## src/inc/legacy_timer_map.vh

```
`ifndef LEGACY_TIMER_MAP_VH
`define LEGACY_TIMER_MAP_VH

// --------------------------------------------------------------
// Register addresses on the special function register bus
// --------------------------------------------------------------
`define ADDR_TIMER_CONTROL_STATUS 8'h88
`define ADDR_TIMER_MODE_CONFIG 8'h89
`define ADDR_TIMER0_LOW_BYTE 8'h8a
`define ADDR_TIMER1_LOW_BYTE 8'h8b
`define ADDR_TIMER0_HIGH_BYTE 8'h8c
`define ADDR_TIMER1_HIGH_BYTE 8'h8d
`define ADDR_TIMER_CLOCK_SELECT 8'h8e

// --------------------------------------------------------------
// Control/status bit positions
// --------------------------------------------------------------
`define BIT_TIMER1_OVERFLOW_FLAG 7
`define BIT_TIMER1_RUN 6
`define BIT_TIMER0_OVERFLOW_FLAG 5
`define BIT_TIMER0_RUN 4
`define BIT_EXT_IRQ_B_FLAG 3
`define BIT_EXT_IRQ_B_TYPE 2
`define BIT_EXT_IRQ_A_FLAG 1
`define BIT_EXT_IRQ_A_TYPE 0

// --------------------------------------------------------------
// Mode config fields (per-timer nibble: gate, select, mode[1:0])
// --------------------------------------------------------------
`define BIT_TIMER1_GATE_CTL 7
`define BIT_TIMER1_COUNT_SELECT 6
`define BIT_TIMER0_GATE_CTL 3
`define BIT_TIMER0_COUNT_SELECT 2
`define MODE_13BIT 2'b00
`define MODE_16BIT 2'b01
`define MODE_RELOAD 2'b10
`define MODE_SPLIT 2'b11

// --------------------------------------------------------------
// Clock select bit positions
// --------------------------------------------------------------
`define BIT_TIMER3_HI_CLK_SELECT 7
`define BIT_TIMER3_LO_CLK_SELECT 6
`define BIT_TIMER2_HI_CLK_SELECT 5
`define BIT_TIMER2_LO_CLK_SELECT 4
`define BIT_TIMER1_CLK_SELECT 3
`define BIT_TIMER0_CLK_SELECT 2

// --------------------------------------------------------------
// Prescaler codes and division ratios
// --------------------------------------------------------------
`define PRESCALE_DIV12 2'b00
`define PRESCALE_DIV4 2'b01
`define PRESCALE_DIV48 2'b10
`define PRESCALE_EXT8 2'b11
`define DIV_COUNT_12 6'h0b
`define DIV_COUNT_4 6'h03
`define DIV_COUNT_48 6'h2f
`define EXT_DIV_COUNT_8 3'h7

`define RESET_BYTE 8'h00

`endif

```

## src/verilog/timer_byte_counter.v

```verilog
`timescale 1ns/10ps
// --------------------------------------------------------------
// One 8-bit count stage with carry in and carry out
// --------------------------------------------------------------
module timer_byte_counter #(
	parameter WIDTH = 8
) (
	input wire [WIDTH-1:0] i_value,
	input wire i_carry,
	output wire [WIDTH-1:0] o_next,
	output wire o_carry
);
	assign o_next = i_value + {{(WIDTH-1){1'b0}}, i_carry};
	assign o_carry = i_carry & (&i_value);
endmodule // timer_byte_counter

```

## src/verilog/dual_legacy_counter_timer.v

```verilog
// How it works
// - Timer counts when run set and gate off or its irq input active.
// - Setting run never clears or reloads the count bytes.
// - Timer 1 has the same 13-bit mode using its own bits.
// - Timer 1 gates on input b with its own polarity bit.
// - 13-bit mode: high byte bits 12-5, low bits 4-0; wrap sets flag.
// - 16-bit mode counts all sixteen bits; wrap from all ones sets flag.
// - Reload mode: low byte counts, wrap sets flag and reloads from high.
// - Split mode: timer 0 low byte uses timer 0 run, select, gate, flag.
// - Split high byte ticks internally, runs on timer1 run, sets flag 1.
// - During split, timer 1 ignores its pin and never sets its flag.
// - During split, timer 1 runs in modes 0-2 and stops in mode 3.
// - Timer 1 overflow pulse stays exported even during split.
// - Overflow flags set by hardware, cleared on vector or by write.
// - Level mode flag sets while input active, cleared only by write; edge mode sets, vector clears.
// - Type bit 0 selects level, 1 selects edge triggering.
// - Select 1 counts pin falling edges, 0 counts the internal tick.
// - Mode 00 13-bit, 01 16-bit, 10 reload, 11 split/inactive.
// - Clock select 1 is system clock, 0 prescaled; ignored for pin count.
// - Prescale 00 div 12, 01 div 4, 10 div 48, 11 external div 8.
// - External div 8 is synchronised before use as a tick.
// - Timer 2/3 clock select bits are held in the clock register.
`timescale 1ns/10ps
`include "legacy_timer_map.vh"

module dual_legacy_counter_timer (
	input wire i_sys_clk,
	input wire i_arst_n,
	input wire [7:0] i_sfr_addr,
	input wire i_sfr_wr,
	input wire [7:0] i_sfr_wdata,
	output reg [7:0] o_sfr_rdata,
	input wire i_vector_timer0,
	input wire i_vector_timer1,
	input wire i_vector_ext_a,
	input wire i_vector_ext_b,
	input wire i_ext_irq_in_a,
	input wire i_ext_irq_in_b,
	input wire i_ext_irq_a_polarity,
	input wire i_ext_irq_b_polarity,
	input wire i_count_pin_a,
	input wire i_count_pin_b,
	input wire i_ext_osc_clk,
	output reg o_timer0_overflow,
	output reg o_timer1_overflow,
	output reg o_timer0_high_overflow,
	output reg o_timer0_irq,
	output reg o_timer1_irq,
	output reg o_ext_irq_a,
	output reg o_ext_irq_b
);
	// --------------------------------------------------------------
	// Registers
	// --------------------------------------------------------------
	reg [7:0] timer_control_status;
	reg [7:0] timer_mode_config;
	reg [7:0] timer_clock_select;
	reg [7:0] timer0_low_byte;
	reg [7:0] timer0_high_byte;
	reg [7:0] timer1_low_byte;
	reg [7:0] timer1_high_byte;
	reg [1:0] sync_irq_a;
	reg [1:0] sync_irq_b;
	reg [1:0] sync_pin_a;
	reg [1:0] sync_pin_b;
	reg [1:0] sync_osc;
	reg last_irq_a;
	reg last_irq_b;
	reg last_pin_a;
	reg last_pin_b;
	reg last_osc;
	reg [2:0] sync_fill;
	reg [2:0] osc_div;
	reg [5:0] pre_div;
	reg [5:0] next_pre_div;

	wire write_timer_control_status = i_sfr_wr &
		(i_sfr_addr == `ADDR_TIMER_CONTROL_STATUS);

	// --------------------------------------------------------------
	// Input synchronisers and edge detection
	// --------------------------------------------------------------
	always @(posedge i_sys_clk or negedge i_arst_n) begin
		if (!i_arst_n) begin
			sync_irq_a <= 2'h0;
			sync_irq_b <= 2'h0;
			sync_pin_a <= 2'h0;
			sync_pin_b <= 2'h0;
			sync_osc <= 2'h0;
			last_irq_a <= 1'b0;
			last_irq_b <= 1'b0;
			last_pin_a <= 1'b0;
			last_pin_b <= 1'b0;
			last_osc <= 1'b0;
			sync_fill <= 3'h0;
		end else begin
			sync_irq_a <= {sync_irq_a[0], i_ext_irq_in_a};
			sync_irq_b <= {sync_irq_b[0], i_ext_irq_in_b};
			sync_pin_a <= {sync_pin_a[0], i_count_pin_a};
			sync_pin_b <= {sync_pin_b[0], i_count_pin_b};
			sync_osc <= {sync_osc[0], i_ext_osc_clk};
			last_irq_a <= sync_irq_a[1];
			last_irq_b <= sync_irq_b[1];
			last_pin_a <= sync_pin_a[1];
			last_pin_b <= sync_pin_b[1];
			last_osc <= sync_osc[1];
			sync_fill <= {sync_fill[1:0], 1'b1};
		end
	end

	// Active level after polarity; masked until the flops hold real samples
	wire act_a = sync_fill[2] & ~(sync_irq_a[1] ^ i_ext_irq_a_polarity);
	wire act_a_last = sync_fill[2] & ~(last_irq_a ^ i_ext_irq_a_polarity);
	wire act_b = sync_fill[2] & ~(sync_irq_b[1] ^ i_ext_irq_b_polarity);
	wire act_b_last = sync_fill[2] & ~(last_irq_b ^ i_ext_irq_b_polarity);
	wire fall_pin_a = last_pin_a & ~sync_pin_a[1];
	wire fall_pin_b = last_pin_b & ~sync_pin_b[1];
	wire osc_rise = sync_osc[1] & ~last_osc;

	// --------------------------------------------------------------
	// Shared prescaler
	// --------------------------------------------------------------
	reg [5:0] div_top;
	always @* begin
		case (timer_clock_select[1:0])
		`PRESCALE_DIV12: div_top = `DIV_COUNT_12;
		`PRESCALE_DIV4: div_top = `DIV_COUNT_4;
		`PRESCALE_DIV48: div_top = `DIV_COUNT_48;
		default: div_top = `DIV_COUNT_12;
		endcase
		next_pre_div = (pre_div >= div_top) ? 6'h00 : pre_div + 6'h01;
	end

	wire int_tick = (pre_div >= div_top);
	// Oscillator edges counted only after synchronising, so the tick is
	// a clean one-cycle pulse in the system domain
	wire ext_tick = osc_rise & (osc_div == `EXT_DIV_COUNT_8);
	wire pre_tick = (timer_clock_select[1:0] == `PRESCALE_EXT8) ?
		ext_tick : int_tick;

	always @(posedge i_sys_clk or negedge i_arst_n) begin
		if (!i_arst_n) begin
			pre_div <= 6'h00;
			osc_div <= 3'h0;
		end else begin
			pre_div <= next_pre_div;
			if (osc_rise)
				osc_div <= osc_div + 3'h1;
		end
	end

	// --------------------------------------------------------------
	// Tick selection and enables
	// --------------------------------------------------------------
	wire [1:0] mode0 = timer_mode_config[1:0];
	wire [1:0] mode1 = timer_mode_config[5:4];
	wire split = (mode0 == `MODE_SPLIT);
	wire run0 = timer_control_status[`BIT_TIMER0_RUN];
	wire run1 = timer_control_status[`BIT_TIMER1_RUN];
	wire clk_tick0 = timer_clock_select[`BIT_TIMER0_CLK_SELECT] ?
		1'b1 : pre_tick;
	wire clk_tick1 = timer_clock_select[`BIT_TIMER1_CLK_SELECT] ?
		1'b1 : pre_tick;
	wire tick0 = timer_mode_config[`BIT_TIMER0_COUNT_SELECT] ?
		fall_pin_a : clk_tick0;
	wire tick1 = (timer_mode_config[`BIT_TIMER1_COUNT_SELECT] & ~split) ?
		fall_pin_b : clk_tick1;
	wire en0 = run0 & (~timer_mode_config[`BIT_TIMER0_GATE_CTL] |
		act_a);
	wire en1_norm = run1 & (~timer_mode_config[`BIT_TIMER1_GATE_CTL] |
		act_b);
	wire en1 = split ? (mode1 != `MODE_SPLIT) :
		(en1_norm & (mode1 != `MODE_SPLIT));
	wire inc0 = en0 & tick0;
	wire inc1 = en1 & tick1;
	wire inc0h = run1 & clk_tick0;

	// --------------------------------------------------------------
	// Count stages
	// --------------------------------------------------------------
	wire [7:0] t0_lo_n;
	wire [7:0] t0_hi_n;
	wire [7:0] t1_lo_n;
	wire [7:0] t1_hi_n;
	wire t0_lo_c;
	wire t0_hi_c;
	wire t1_lo_c;
	wire t1_hi_c;
	wire [7:0] t0_lo_in = (mode0 == `MODE_13BIT) ?
		{3'h0, timer0_low_byte[4:0]} : timer0_low_byte;
	wire [7:0] t1_lo_in = (mode1 == `MODE_13BIT) ?
		{3'h0, timer1_low_byte[4:0]} : timer1_low_byte;
	// 13-bit carry comes from the fifth bit of the low byte
	wire t0_lo_wrap = (mode0 == `MODE_13BIT) ?
		(inc0 & (&timer0_low_byte[4:0])) : t0_lo_c;
	wire t1_lo_wrap = (mode1 == `MODE_13BIT) ?
		(inc1 & (&timer1_low_byte[4:0])) : t1_lo_c;

	timer_byte_counter #(.WIDTH(8)) u_t0_lo (
		.i_value(t0_lo_in), .i_carry(inc0),
		.o_next(t0_lo_n), .o_carry(t0_lo_c));
	timer_byte_counter #(.WIDTH(8)) u_t0_hi (
		.i_value(timer0_high_byte),
		.i_carry(split ? inc0h : t0_lo_wrap),
		.o_next(t0_hi_n), .o_carry(t0_hi_c));
	timer_byte_counter #(.WIDTH(8)) u_t1_lo (
		.i_value(t1_lo_in), .i_carry(inc1),
		.o_next(t1_lo_n), .o_carry(t1_lo_c));
	timer_byte_counter #(.WIDTH(8)) u_t1_hi (
		.i_value(timer1_high_byte), .i_carry(t1_lo_wrap),
		.o_next(t1_hi_n), .o_carry(t1_hi_c));

	wire ovf0 = (mode0 == `MODE_13BIT || mode0 == `MODE_16BIT) ?
		t0_hi_c : t0_lo_c;
	wire ovf0h = split & t0_hi_c;
	wire ovf1 = (mode1 == `MODE_RELOAD) ? t1_lo_c : t1_hi_c;
	wire set_tf1 = split ? ovf0h : ovf1;

	// --------------------------------------------------------------
	// Register writes and count updates
	// --------------------------------------------------------------
	always @(posedge i_sys_clk or negedge i_arst_n) begin
		if (!i_arst_n) begin
			timer_control_status <= `RESET_BYTE;
			timer_mode_config <= `RESET_BYTE;
			timer_clock_select <= `RESET_BYTE;
			timer0_low_byte <= `RESET_BYTE;
			timer0_high_byte <= `RESET_BYTE;
			timer1_low_byte <= `RESET_BYTE;
			timer1_high_byte <= `RESET_BYTE;
		end else begin
			// Writes only store; run never touches the count bytes
			if (write_timer_control_status)
				timer_control_status <= i_sfr_wdata;
			if (i_sfr_wr && i_sfr_addr == `ADDR_TIMER_MODE_CONFIG)
				timer_mode_config <= i_sfr_wdata;
			if (i_sfr_wr && i_sfr_addr == `ADDR_TIMER_CLOCK_SELECT)
				timer_clock_select <= i_sfr_wdata;
			// Timer 0 low byte
			if (i_sfr_wr && i_sfr_addr == `ADDR_TIMER0_LOW_BYTE)
				timer0_low_byte <= i_sfr_wdata;
			else if (mode0 == `MODE_RELOAD && t0_lo_c)
				timer0_low_byte <= timer0_high_byte;
			else if (inc0)
				timer0_low_byte <= t0_lo_n;
			// Timer 0 high byte; holds the reload value in mode 2
			if (i_sfr_wr && i_sfr_addr == `ADDR_TIMER0_HIGH_BYTE)
				timer0_high_byte <= i_sfr_wdata;
			else if (mode0 != `MODE_RELOAD)
				timer0_high_byte <= t0_hi_n;
			// Timer 1 low byte
			if (i_sfr_wr && i_sfr_addr == `ADDR_TIMER1_LOW_BYTE)
				timer1_low_byte <= i_sfr_wdata;
			else if (mode1 == `MODE_RELOAD && t1_lo_c)
				timer1_low_byte <= timer1_high_byte;
			else if (inc1)
				timer1_low_byte <= t1_lo_n;
			if (i_sfr_wr && i_sfr_addr == `ADDR_TIMER1_HIGH_BYTE)
				timer1_high_byte <= i_sfr_wdata;
			else if (mode1 != `MODE_RELOAD)
				timer1_high_byte <= t1_hi_n;
			// Hardware set wins over a software or vector clear
			if (ovf0)
				timer_control_status[`BIT_TIMER0_OVERFLOW_FLAG] <=
					1'b1;
			else if (i_vector_timer0)
				timer_control_status[`BIT_TIMER0_OVERFLOW_FLAG] <=
					1'b0;
			if (set_tf1)
				timer_control_status[`BIT_TIMER1_OVERFLOW_FLAG] <=
					1'b1;
			else if (i_vector_timer1)
				timer_control_status[`BIT_TIMER1_OVERFLOW_FLAG] <=
					1'b0;
			// External interrupt flags
			if (!timer_control_status[`BIT_EXT_IRQ_A_TYPE]) begin
				if (act_a)
					timer_control_status[`BIT_EXT_IRQ_A_FLAG] <=
						1'b1;
			end else if (act_a & ~act_a_last) begin
				timer_control_status[`BIT_EXT_IRQ_A_FLAG] <= 1'b1;
			end else if (i_vector_ext_a) begin
				timer_control_status[`BIT_EXT_IRQ_A_FLAG] <= 1'b0;
			end
			if (!timer_control_status[`BIT_EXT_IRQ_B_TYPE]) begin
				if (act_b)
					timer_control_status[`BIT_EXT_IRQ_B_FLAG] <=
						1'b1;
			end else if (act_b & ~act_b_last) begin
				timer_control_status[`BIT_EXT_IRQ_B_FLAG] <= 1'b1;
			end else if (i_vector_ext_b) begin
				timer_control_status[`BIT_EXT_IRQ_B_FLAG] <= 1'b0;
			end
		end
	end

	// --------------------------------------------------------------
	// Read mux and registered outputs
	// --------------------------------------------------------------
	reg [7:0] next_rdata;
	always @* begin
		case (i_sfr_addr)
		`ADDR_TIMER_CONTROL_STATUS: next_rdata = timer_control_status;
		`ADDR_TIMER_MODE_CONFIG: next_rdata = timer_mode_config;
		`ADDR_TIMER0_LOW_BYTE: next_rdata = timer0_low_byte;
		`ADDR_TIMER1_LOW_BYTE: next_rdata = timer1_low_byte;
		`ADDR_TIMER0_HIGH_BYTE: next_rdata = timer0_high_byte;
		`ADDR_TIMER1_HIGH_BYTE: next_rdata = timer1_high_byte;
		`ADDR_TIMER_CLOCK_SELECT: next_rdata = timer_clock_select;
		default: next_rdata = 8'h00;
		endcase
	end

	always @(posedge i_sys_clk or negedge i_arst_n) begin
		if (!i_arst_n) begin
			o_sfr_rdata <= 8'h00;
			o_timer0_overflow <= 1'b0;
			o_timer1_overflow <= 1'b0;
			o_timer0_high_overflow <= 1'b0;
			o_timer0_irq <= 1'b0;
			o_timer1_irq <= 1'b0;
			o_ext_irq_a <= 1'b0;
			o_ext_irq_b <= 1'b0;
		end else begin
			o_sfr_rdata <= next_rdata;
			o_timer0_overflow <= ovf0;
			// Timer 1 pulse is kept even while its flag is blocked
			o_timer1_overflow <= ovf1;
			o_timer0_high_overflow <= ovf0h;
			o_timer0_irq <= timer_control_status[`BIT_TIMER0_OVERFLOW_FLAG];
			o_timer1_irq <= timer_control_status[`BIT_TIMER1_OVERFLOW_FLAG];
			o_ext_irq_a <= timer_control_status[`BIT_EXT_IRQ_A_FLAG];
			o_ext_irq_b <= timer_control_status[`BIT_EXT_IRQ_B_FLAG];
		end
	end
endmodule // dual_legacy_counter_timer

```

## config.mk

```make
export PLATFORM = sky130hd
export DESIGN_NAME = dual_legacy_counter_timer
export DESIGN_NICKNAME = d
export VERILOG_FILES = /design/src/verilog/timer_byte_counter.v /design/src/verilog/dual_legacy_counter_timer.v
export VERILOG_INCLUDE_DIRS = /design/src /design/src/inc
export SDC_FILE = /design/constraint.sdc
export NUM_CORES = 1
export LEC_CHECK = 0
export BUFFER_PORTS_ARGS = -buffer_cell sky130_fd_sc_hd__buf_2
export CORE_MARGIN = 3
export CORE_UTILIZATION = 60
export DETAILED_ROUTE_END_ITERATION = 6
export PLACE_DENSITY = 0.8
export SETUP_SLACK_MARGIN = 0.1
export SLEW_MARGIN = 20
export SYNTH_ARGS = -nofsm -noshare
export SYNTH_HDL_FRONTEND = slang
export SYNTH_HIERARCHICAL = 1
export SYNTH_SLANG_ARGS = --single-unit
```

## constraint.sdc

```tcl
create_clock -name i_sys_clk -period 8.9 [get_ports i_sys_clk]
set_input_delay 0 -clock i_sys_clk [delete_from_list [all_inputs] [get_ports i_sys_clk]]
set_output_delay 0 -clock i_sys_clk [all_outputs]
set_load 0.02 [all_outputs]
```

* After elaboration in Yosys (flattened, before gate mapping)
Cells that the tools add are included. Widths: inputs -> output; s select.
Storage, ports and cells: memories 0, output and inout bits 15, memory bits (read-only) 0, bits in registers 98, logic and storage cells 162, bits in latches 0, bits in writable memories 0
Operators by class: multiply operators 0, order comparisons 1, shift-type cells 0, bitwise operators 43, add/subtract/negate cells 6, div/mod/pow operators 0, reductions and logical operators 23, multiplexer cells 40, equal/unequal tests 18
Operators with widths (number):
- $mux 8 | 13
- $eq 8x8->1 const B | 7
- $pmux 8 s7 | 1
- $add 8x1->8 | 4
- $reduce_and 8->1 | 4
- $and 1x1->1 | 25
- $mux 1 | 24
- $not 1->1 | 12
- $pmux 6 s2 | 1
- $reduce_bool 3->1 | 4
- $eq 2x2->1 const B | 5
- $reduce_and 5->1 | 2
- $logic_and 1x1->1 | 8
- $add 6x1->6 const B | 1
- $ge 6x6->1 | 1
- $mux 6 | 1
- $ne 2x2->1 const B | 3
- $eq 2x1->1 const B | 2
- $logic_not 2->1 | 2
- $reduce_bool 2->1 | 2
- $xor 1x1->1 | 4
- $add 3x1->3 const B | 1
- $eq 3x3->1 const B | 1
- $or 1x1->1 | 2
- $logic_or 1x1->1 | 1

* Depth between registers and ports, before layout
Gate-level depths: netlist of run 1.
word-level depth 14, depth in mapped cells 17, mapped depth without buffers 16

* Hierarchy
Netlist of run 1, hierarchy kept.
By module, submodules not included:
- dual_legacy_counter_timer | cells each 464, seq. area each 2452.4 sq um, times used 1, area each 4994.8 sq um
- timer_byte_counter | cells each 18, seq. area each 0.0 sq um, times used 4, area each 141.4 sq um

* Worst setup path before layout of run 1
No wires, ideal clock.
kind register to register, from register timer_clock_select[0], to register timer0_high_byte[4], buffers on the path 0, data arrival time 3.260 ns, setup time 0.083 ns, path slack 5.557 ns, stages on the path, launching flop included 17, cells stage by stage dfrtp_1 > nand2b_1 > ha_1 > a211o_1 > o32ai_2 > a2111oi_4 > nand4_1 > nor2_1 > maj3_1 > a41oi_1 > a31oi_1 > ha_1 > ha_1 > nand3_1 > xnor2_1 > mux2i_1 > o21ai_0
On the way: cells in the longest elaborated chain, start to end 13, elaborated cells on any way between the ends 17, those cells by class add/sub (1); order compare (1); eq/ne (3); mux (8); bitwise (4)
Ends and longest elaborated chain:
- from (decl) | RTL line dual_legacy_counter_timer.v:57 | reg [7:0] timer_clock_select;
- from (signal assigned) | RTL line dual_legacy_counter_timer.v:226 | timer_clock_select <= `RESET_BYTE;
- from (signal assigned) | RTL line dual_legacy_counter_timer.v:238 | timer_clock_select <= i_sfr_wdata;
- $eq 2x2->1 or $eq 2x1->1 (tied branches) | RTL line dual_legacy_counter_timer.v:125 | case (timer_clock_select[1:0])
- $pmux 6 s2 | RTL line dual_legacy_counter_timer.v:125
- $ge 6x6->1 | RTL line dual_legacy_counter_timer.v:134 | wire int_tick = (pre_div >= div_top);
- $mux 1 * | RTL line dual_legacy_counter_timer.v:138 | wire pre_tick = (timer_clock_select[1:0] == `PRESCALE_EXT8) ?
- $mux 1 * | RTL line dual_legacy_counter_timer.v:160 | wire clk_tick0 = timer_clock_select[`BIT_TIMER0_CLK_SELECT] ?
- $mux 1 * | RTL line dual_legacy_counter_timer.v:164 | wire tick0 = timer_mode_config[`BIT_TIMER0_COUNT_SELECT] ?
- $and 1x1->1 * | RTL line dual_legacy_counter_timer.v:174 | wire inc0 = en0 & tick0;
- named net inc0 | RTL line dual_legacy_counter_timer.v:174
- $and 1x1->1 * | RTL line timer_byte_counter.v:14 | assign o_carry = i_carry & (&i_value);
- named net t0_lo_c | RTL line dual_legacy_counter_timer.v:185 | wire t0_lo_c;
- $mux 1 * | RTL line dual_legacy_counter_timer.v:194 | wire t0_lo_wrap = (mode0 == `MODE_13BIT) ?
- $mux 1 * | RTL line dual_legacy_counter_timer.v:204 | .i_carry(split ? inc0h : t0_lo_wrap),
- $add 8x1->8 * | RTL line timer_byte_counter.v:13 | assign o_next = i_value + {{(WIDTH-1){1'b0}}, i_carry};
- named net t0_hi_n[4] | RTL line dual_legacy_counter_timer.v:182 | wire [7:0] t0_hi_n;
- $mux 8 * | RTL line dual_legacy_counter_timer.v:249 | else if (mode0 != `MODE_RELOAD)
- $mux 8 * | RTL line dual_legacy_counter_timer.v:247 | if (i_sfr_wr && i_sfr_addr == `ADDR_TIMER0_HIGH_BYTE)
- to (signal assigned) | RTL line dual_legacy_counter_timer.v:228 | timer0_high_byte <= `RESET_BYTE;
- to (signal assigned) | RTL line dual_legacy_counter_timer.v:248 | timer0_high_byte <= i_sfr_wdata;
- to (signal assigned) | RTL line dual_legacy_counter_timer.v:250 | timer0_high_byte <= t0_hi_n;
- to (decl) | RTL line dual_legacy_counter_timer.v:59 | reg [7:0] timer0_high_byte;
Mark *: on every way through the listed nets, which the timed path passes. The rest lies on a longest branch. The select of a mux whose other input is x is not followed. A chain may end at the register's enable or synchronous reset.

* Final worst setup path of run 1
from register timer_clock_select[0], to register timer1_high_byte[6]
On the way: cells in the longest elaborated chain, start to end 12, elaborated cells on any way between the ends 15, those cells by class add/sub (1); order compare (1); eq/ne (3); mux (7); bitwise (3)
Ends and longest elaborated chain:
- $eq 2x2->1 or $eq 2x1->1 (tied branches) | RTL line dual_legacy_counter_timer.v:125
- $pmux 6 s2 | RTL line dual_legacy_counter_timer.v:125
- $ge 6x6->1 | RTL line dual_legacy_counter_timer.v:134
- $mux 1 * | RTL line dual_legacy_counter_timer.v:138
- $mux 1 * | RTL line dual_legacy_counter_timer.v:162 | wire clk_tick1 = timer_clock_select[`BIT_TIMER1_CLK_SELECT] ?
- $mux 1 * | RTL line dual_legacy_counter_timer.v:166 | wire tick1 = (timer_mode_config[`BIT_TIMER1_COUNT_SELECT] & ~split) ?
- $and 1x1->1 * | RTL line dual_legacy_counter_timer.v:175 | wire inc1 = en1 & tick1;
- named net inc1 | RTL line dual_legacy_counter_timer.v:175
- $and 1x1->1 * | RTL line timer_byte_counter.v:14
- named net t1_lo_c | RTL line dual_legacy_counter_timer.v:187 | wire t1_lo_c;
- $mux 1 * | RTL line dual_legacy_counter_timer.v:196 | wire t1_lo_wrap = (mode1 == `MODE_13BIT) ?
- named net t1_lo_wrap | RTL line dual_legacy_counter_timer.v:196
- $add 8x1->8 * | RTL line timer_byte_counter.v:13
- named net t1_hi_n[6] | RTL line dual_legacy_counter_timer.v:184 | wire [7:0] t1_hi_n;
- $mux 8 * | RTL line dual_legacy_counter_timer.v:260 | else if (mode1 != `MODE_RELOAD)
- $mux 8 * | RTL line dual_legacy_counter_timer.v:258 | if (i_sfr_wr && i_sfr_addr == `ADDR_TIMER1_HIGH_BYTE)
- to (signal assigned) | RTL line dual_legacy_counter_timer.v:230 | timer1_high_byte <= `RESET_BYTE;
- to (signal assigned) | RTL line dual_legacy_counter_timer.v:259 | timer1_high_byte <= i_sfr_wdata;
- to (signal assigned) | RTL line dual_legacy_counter_timer.v:261 | timer1_high_byte <= t1_hi_n;
- to (decl) | RTL line dual_legacy_counter_timer.v:61 | reg [7:0] timer1_high_byte;
Marks and branches as above.

==> results.sh, run 1 <==
export IMPL_synth_top_cell_by_area="dfrtp_1"
export IMPL_grt_util_all_layers_pct=28.4
export IMPL_status="completed"
export IMPL_grt_pass1_wl_mm=22.5
export IMPL_antenna_cells=0
export IMPL_setup_tns_ps=0
export IMPL_die_w_um=102
export IMPL_cap_violations=0
export IMPL_cts_setup_buffers=0
export IMPL_max_freq_mhz=262
export IMPL_timing_final_ws_setup_ps=5090
export IMPL_core_area_um2=8850
export IMPL_synthCells=536
export IMPL_max_vdd_ir_drop_v=0.000135
export IMPL_cp_common_cell="ha_1"
export IMPL_cp_top_family="compound AO/OA/AOI/OAI gates"
export IMPL_grt_max_degree=66
export IMPL_io_buffers=44
export IMPL_cts_root_buffer="clkbuf_8"
export IMPL_rsz0062_at_grt="no"
export IMPL_dp_hpwl_mm=9.97
export IMPL_cts_resized=0
export IMPL_slew_headroom_pct=36.0
export IMPL_routed_wl_mm=14.2
export IMPL_ant_nets=0
export IMPL_async_flop_share_pct=100
export IMPL_critPathArrivalTime_ps=4100
export IMPL_area_growth_synth_to_final_pct=11.0
export IMPL_stdcell_count=697
export IMPL_slew_viol_final=0
export IMPL_mostFrequentLayoutCell="dfrtp_1"
export IMPL_powerDensity_nw_per_um2=164
export IMPL_path_cells="nand2b_1, ha_1, a211o_1, o32ai_2, o211a_1, nor2_1, nand4_1, nor2_1, o21ai_0, o31ai_1, ha_1, ha_1, nand2_1, xnor2_1, mux2i_1, a21oi_1"
export IMPL_use_met2_pct=45.9
export IMPL_crit_required_ps=9190
export IMPL_final_core_util_pct=69.8
export IMPL_setup_viol=0
export IMPL_drtIter0Drc=389
export IMPL_power_leakage_nw=3.02
export IMPL_hold_ws_ps=44.4
export IMPL_worstSetupPathType="reg2reg"
export IMPL_overflow=0
export IMPL_drt_vias_per_instance=6.34
export IMPL_fin_skew_ps=18.0
export IMPL_fin_crit_ps=3810
export IMPL_place_ws_ps=5120
export IMPL_clk_pin_slew_ps=100
export IMPL_place_congestion=0.961
export IMPL_end_kind="flop"
export IMPL_layout_common_cells="dfrtp_1 (98), nor2_1 (52), mux2i_1 (51)"
export IMPL_top_usage_layer="met2"
export IMPL_synth_top_area_share_pct=44.1
export IMPL_cts_buffers=9
export IMPL_antenna_found_initial=0
export IMPL_cp_start_kind="flop"
export IMPL_finalHoldViolations=0
export IMPL_clk_latency_ps=370
export IMPL_num_vias=4421
export IMPL_drc=0
export IMPL_synth_cell_types=58
export IMPL_dpl_cell_count=664
export IMPL_dieHeight_um=102
export IMPL_cts_buffer_depth=2
export IMPL_synth_area_leaders="dfrtp_1 (44%), mux2i_1 (9.2%), mux2_2 (5.1%), xnor2_1 (3.9%), nor2_1 (3.5%)"
export IMPL_crit_slowest_cell="o211a_1"
export IMPL_cts_tree="yes"
export IMPL_drtPass1Iterations=6
export IMPL_synth_seq_area_share_pct=44.1
export IMPL_worst_slew_pin_transition_ps=947
export IMPL_fillCellCount=687
export IMPL_timing_final_crit_share_pct=42.8
export IMPL_met3_usage_pct=4.91
export IMPL_cts_htree_levels=3
export IMPL_io_pins=45
export IMPL_synth_edf_count=0
export IMPL_drive_gt1_share_pct=19.5
export IMPL_crit_path_max_incr_delay_ps=480
export IMPL_synth_seq_cells=98
export IMPL_nets=628
export IMPL_clock_sinks=98
export IMPL_wl_per_cell_um=20.4
export IMPL_syn_area_um2=5560
export IMPL_rows=34
export IMPL_critPathBufInv=0
export IMPL_ys_warn_count=6
export IMPL_cp_max_fo=11
export IMPL_avgSynthCellArea_um2=10.4
export IMPL_die_area_um2=10500
export IMPL_grt_util_met1_pct=38.7
export IMPL_initial_core_util_pct=62.8
export IMPL_grt_pass1_vias=4227
export IMPL_syn_num_nets=580
export IMPL_worstHoldPathType="in2reg"
export IMPL_synth_flop_cell="dfrtp_1"
-- Yosys cell counts (11+ instances only) --
| library cell | count |
|---|---|
| a21oi_1 | 26 |
| mux2_2 | 25 |
| inv_1 | 11 |
| nor2_1 | 52 |
| mux2i_1 | 51 |
| xnor2_1 | 25 |
| clkbuf_1 | 12 |
| nor2b_1 | 11 |
| o21ai_0 | 32 |
| buf_2 | 11 |
| dfrtp_1 | 98 |
| nand2_1 | 44 |
| nand3_1 | 17 |
| ha_1 | 14 |
-- registers in the layout (all words and copies together), names as in the netlist, 8 cells and up --
signal,flops
o_sfr_rdata,8
timer0_high_byte,8
timer0_low_byte,8
timer1_high_byte,8
timer1_low_byte,8
timer_clock_select,8
timer_control_status,8
timer_mode_config,8
-- logic make-up after synthesis --
group                      after synthesis  synth area share, %
AOI/OAI and AO/OA                       97                 11.5
xor gates and xnor gates                33                 5.20
adders and majority gates               15                 3.33
buffers and inverters                   37                 2.81
DFF                                     98                 44.1
muxes                                   81                 16.3
other                                    1               0.0674
and+or+nand+nor                        174                 16.7
-- per-layer routing --
| layer | up-vias | part of all wire [%] | routed length (um) |
|---|---|---|---|
| li1 | 2022 | - | - |
| met4 | 0 | 3.3 | 468 |
| met1 | 2173 | 41 | 5860 |
| met3 | 38 | 8.0 | 1140 |
| met5 | - | 0 | 0 |
| met2 | 188 | 48 | 6770 |
-- what timing repair did --
action,CTS,global route
endpoints found under the setup margin,0,0
hold buffers,16,0
endpoints found under the hold margin,49,0
-- stage by stage --
step,area [um2],power (mW)
6_report,6170,1.01
2_1_floorplan,5560,0.665
4_1_cts,6160,1.01
3_5_place_dp,5820,0.737
3_3_place_gp,5820,0.724
5_1_grt,6170,1.06
-- tightest hold or removal path: cells and delay by family --
family / cells / cell delay, ps
buffers and inverters: 1 / 190
AND/OR/NAND/NOR: 1 / 130
AO/OA/AOI/OAI: 1 / 50
-- power by group --
part	leakage, nW	internal [mW]	switching, mW	total, mW
clock	0.0879	0.106	0.169	0.275
sequential	1.28	0.487	0.0612	0.549
combinational	1.65	0.0898	0.0989	0.189
-- layout make-up --
type                       count  area (um2)  share of cell area (%)
inverter                      11        41.3                   0.669
clock buffer                   9         124                    2.01
sequential                    98        2450                    39.7
clock inverter                 7        61.3                   0.993
tap                          108         135                    2.19
multi-input combinational    401        2950                    47.8
timing repair buffer          63         409                    6.63
-- worst paths after layout --
path	from	to	slack (ps)	cells past startpoint
worst max-delay path	timer_clock_select[0]	timer1_high_byte[6]	5090	16
worst max register to register	timer_clock_select[0]	timer1_high_byte[6]	5090	16
min in group asynchronous	i_arst_n	timer0_high_byte[7]	100	2
worst min-delay path	i_sfr_wdata[6]	timer1_high_byte[6]	40	3
max in group asynchronous	i_arst_n	sync_irq_a[1]	7650	3
worst min register to register	sync_osc[0]	sync_osc[1]	360	0
Note: power is estimated with default switching activity, not from simulation.
==> run 2, diff against run 1 <==
--- a/config.mk
+++ b/config.mk
@@ -6,11 +6,12 @@
 export SDC_FILE = /design/constraint.sdc
 export NUM_CORES = 1
 export LEC_CHECK = 0
+export ABC_AREA = 1
 export BUFFER_PORTS_ARGS = -buffer_cell sky130_fd_sc_hd__buf_2
 export CORE_MARGIN = 3
-export CORE_UTILIZATION = 60
+export CORE_UTILIZATION = 55
 export DETAILED_ROUTE_END_ITERATION = 6
-export PLACE_DENSITY = 0.8
+export PLACE_DENSITY = 0.77
 export SETUP_SLACK_MARGIN = 0.1
 export SLEW_MARGIN = 20
 export SYNTH_ARGS = -nofsm -noshare
==> constraint.sdc (replaced) <==
create_clock -name i_sys_clk -period 3.5 [get_ports i_sys_clk]
set_input_delay 0 -clock i_sys_clk [delete_from_list [all_inputs] [get_ports i_sys_clk]]
set_output_delay 0 -clock i_sys_clk [all_outputs]
set_load 0.02 [all_outputs]
==> results.sh, run 2 <==
export IMPL_grt_pass1_wl_mm=25.8
export IMPL_rows=36
export IMPL_avgSynthCellArea_um2=7.37
export IMPL_fin_crit_ps=3050
export IMPL_drive_gt1_share_pct=13.9
export IMPL_finalHoldViolations=0
export IMPL_synth_seq_area_share_pct=43.4
export IMPL_drt_vias_per_instance=5.55
export IMPL_ys_warn_count=6
export IMPL_synth_edf_count=0
export IMPL_power_leakage_nw=3.22
export IMPL_synth_area_leaders="dfrtp_1 (43%), nand2_1 (16%), nand3_1 (8.8%), inv_1 (5.4%), nor2_1 (4.3%)"
export IMPL_async_flop_share_pct=100
export IMPL_setup_tns_ps=0
export IMPL_antenna_found_initial=0
export IMPL_grt_util_all_layers_pct=29.3
export IMPL_num_vias=5440
export IMPL_synth_cell_types=36
export IMPL_powerDensity_nw_per_um2=386
export IMPL_grt_max_degree=68
export IMPL_slew_viol_final=0
export IMPL_place_congestion=0.972
export IMPL_synth_top_area_share_pct=43.4
export IMPL_syn_area_um2=5650
export IMPL_io_pins=45
export IMPL_mostFrequentLayoutCell="nand2_1"
export IMPL_cts_buffer_depth=2
export IMPL_cap_violations=0
export IMPL_area_growth_synth_to_final_pct=15.6
export IMPL_worst_slew_pin_transition_ps=856
export IMPL_hold_ws_ps=156
export IMPL_place_area_um2=6040
export IMPL_cts_root_buffer="clkbuf_8"
export IMPL_fillCellCount=856
export IMPL_max_freq_mhz=328
export IMPL_die_area_um2=11500
export IMPL_wl_per_cell_um=16.4
export IMPL_ant_nets=0
export IMPL_synth_top_cell_by_area="dfrtp_1"
export IMPL_status="completed"
export IMPL_clk_pin_slew_ps=110
export IMPL_end_kind="flop"
export IMPL_cp_start_kind="flop"
export IMPL_dp_hpwl_mm=11.8
export IMPL_worstSetupPathType="reg2reg"
export IMPL_slew_headroom_pct=42.9
export IMPL_crit_required_ps=3780
export IMPL_drtPass1Iterations=7
export IMPL_synth_common_cells="nand2_1 (234), nand3_1 (99), dfrtp_1 (98), inv_1 (81), nor2_1 (65)"
export IMPL_io_buffers=44
export IMPL_nets=886
export IMPL_drtIter0Drc=499
export IMPL_die_w_um=107
export IMPL_setup_viol=0
export IMPL_cts_tree="yes"
export IMPL_cts_buffers=9
export IMPL_cts_htree_levels=3
export IMPL_yosysMostFrequentCell="nand2_1"
export IMPL_clock_sinks=98
export IMPL_clk_latency_ps=400
export IMPL_grt_pass1_vias=5170
export IMPL_routed_wl_mm=16.0
export IMPL_synthCells=767
export IMPL_fin_skew_ps=9.20
export IMPL_syn_num_nets=811
export IMPL_rsz0062_at_grt="no"
export IMPL_max_vdd_ir_drop_v=0.000402
export IMPL_dieHeight_um=107
export IMPL_antenna_cells=0
export IMPL_worstHoldPathType="in2reg"
export IMPL_drc=0
export IMPL_synth_flop_cell="dfrtp_1"
export IMPL_core_area_um2=9860
export IMPL_overflow=0
export IMPL_cp_max_fo=3
export IMPL_initial_core_util_pct=57.3
export IMPL_timing_final_crit_share_pct=87.0
export IMPL_critPathArrivalTime_ps=3330
export IMPL_layout_common_cells="nand2_1 (234), nand3_1 (99), dfrtp_1 (98)"
export IMPL_synth_seq_cells=98
export IMPL_final_cell_area_um2=6540
## run 2: changes by cell type in the layout (fill, tap and decap cells not counted), moves of 13 or more
cell,previous run,this run
mux2_2,25,0
a21oi_1,26,7
o21ai_1,0,30
nand3_1,17,99
nand2_1,44,234
xnor2_1,25,1
mux2i_1,51,0
inv_1,11,80
nor2_1,52,65
## run 2: cells by family (layout without fill, tap and decap cells)
family,Yosys count,count (layout),share of synthesized area [%]
and+or+nand+nor,451,451,36.2
buffers and inverters,107,187,7.41
DFF,98,98,43.4
AOI/OAI and AO/OA,81,81,7.55
xor gates and xnor gates,15,15,2.32
adders and majority gates,14,14,3.10
other,1,1,0.0663
## run 2: stage by stage
stage               total power, mW  instances  utilization, %  setup WS (ps)
finish                         2.52        980            66.3            454
global route                   2.65        980            66.3            118
CTS                            2.54        977            65.7            165
detailed placement             1.71        939            61.2           89.0
global placement               1.69        939            61.2            230
floorplan                      1.55        767               -            239
## run 2: area by class of cell
class	count	area, um2	area share (%)
sequential	98	2450	37.5
tap	133	166	2.55
clock inverter	7	91.3	1.40
clock buffer	9	124	1.90
timing repair buffer	78	533	8.15
multi-input combinational	562	2820	43.1
inverter	93	349	5.34
## run 2: critical path: stages, from the launching register on
cell and delay (ps):
dfrtp_1 400, inv_2 70, nand2_1 80, ha_1 280, nand2_1 40, nand3b_1 170, nand3_1 100, nand2_1 90
nand2_1 70, nand2_1 100, inv_1 120, nand3_1 90, nor3_2 170, o21ai_1 130, o21ai_2 110, ha_2 240
ha_2 200, nand3_2 100, o21ai_1 140, nand2_1 60, nand3_1 80, nand3_1 80
## run 2: repair_timing
action / in CTS / in global routing
pin swaps: 0 / 5
hold buffers: 22 / 0
hold endpoints to repair: 91 / 0
resized for setup: 1 / 13
buffers inserted: 0 / 3
cloned: 0 / 0
setup endpoints to repair: 1 / 13
## run 2: path summary, 6_finish.rpt
check,from,to,slack (ps),depth (start not counted)
min in group asynchronous,i_arst_n,timer1_low_byte[4],240,2
max in group asynchronous,i_arst_n,timer0_low_byte[1],2330,3
max reg2reg,timer_clock_select[0],timer1_high_byte[6],450,21
max,timer_clock_select[0],timer1_high_byte[6],450,21
min reg2reg,sync_fill[1],sync_fill[2],360,0
min,i_sfr_wr,timer0_high_byte[2],160,5
## run 2: routing by layer
| layer | vias up | GRT usage [%] | wire, um |
|---|---|---|---|
| met5 | - | 0 | 0 |
| met3 | 38 | 5.58 | 1330 |
| li1 | 2611 | - | - |
| met1 | 2545 | 40.6 | 6880 |
| met4 | 0 | 11.3 | 464 |
| met2 | 246 | 45.7 | 7360 |
## run 2: report_power, final
| group | switching [mW] | internal, mW | leakage, nW |
|---|---|---|---|
| Combinational | 0.244 | 0.149 | 1.82 |
| Sequential | 0.0985 | 1.22 | 1.29 |
| Clock | 0.456 | 0.353 | 0.108 |
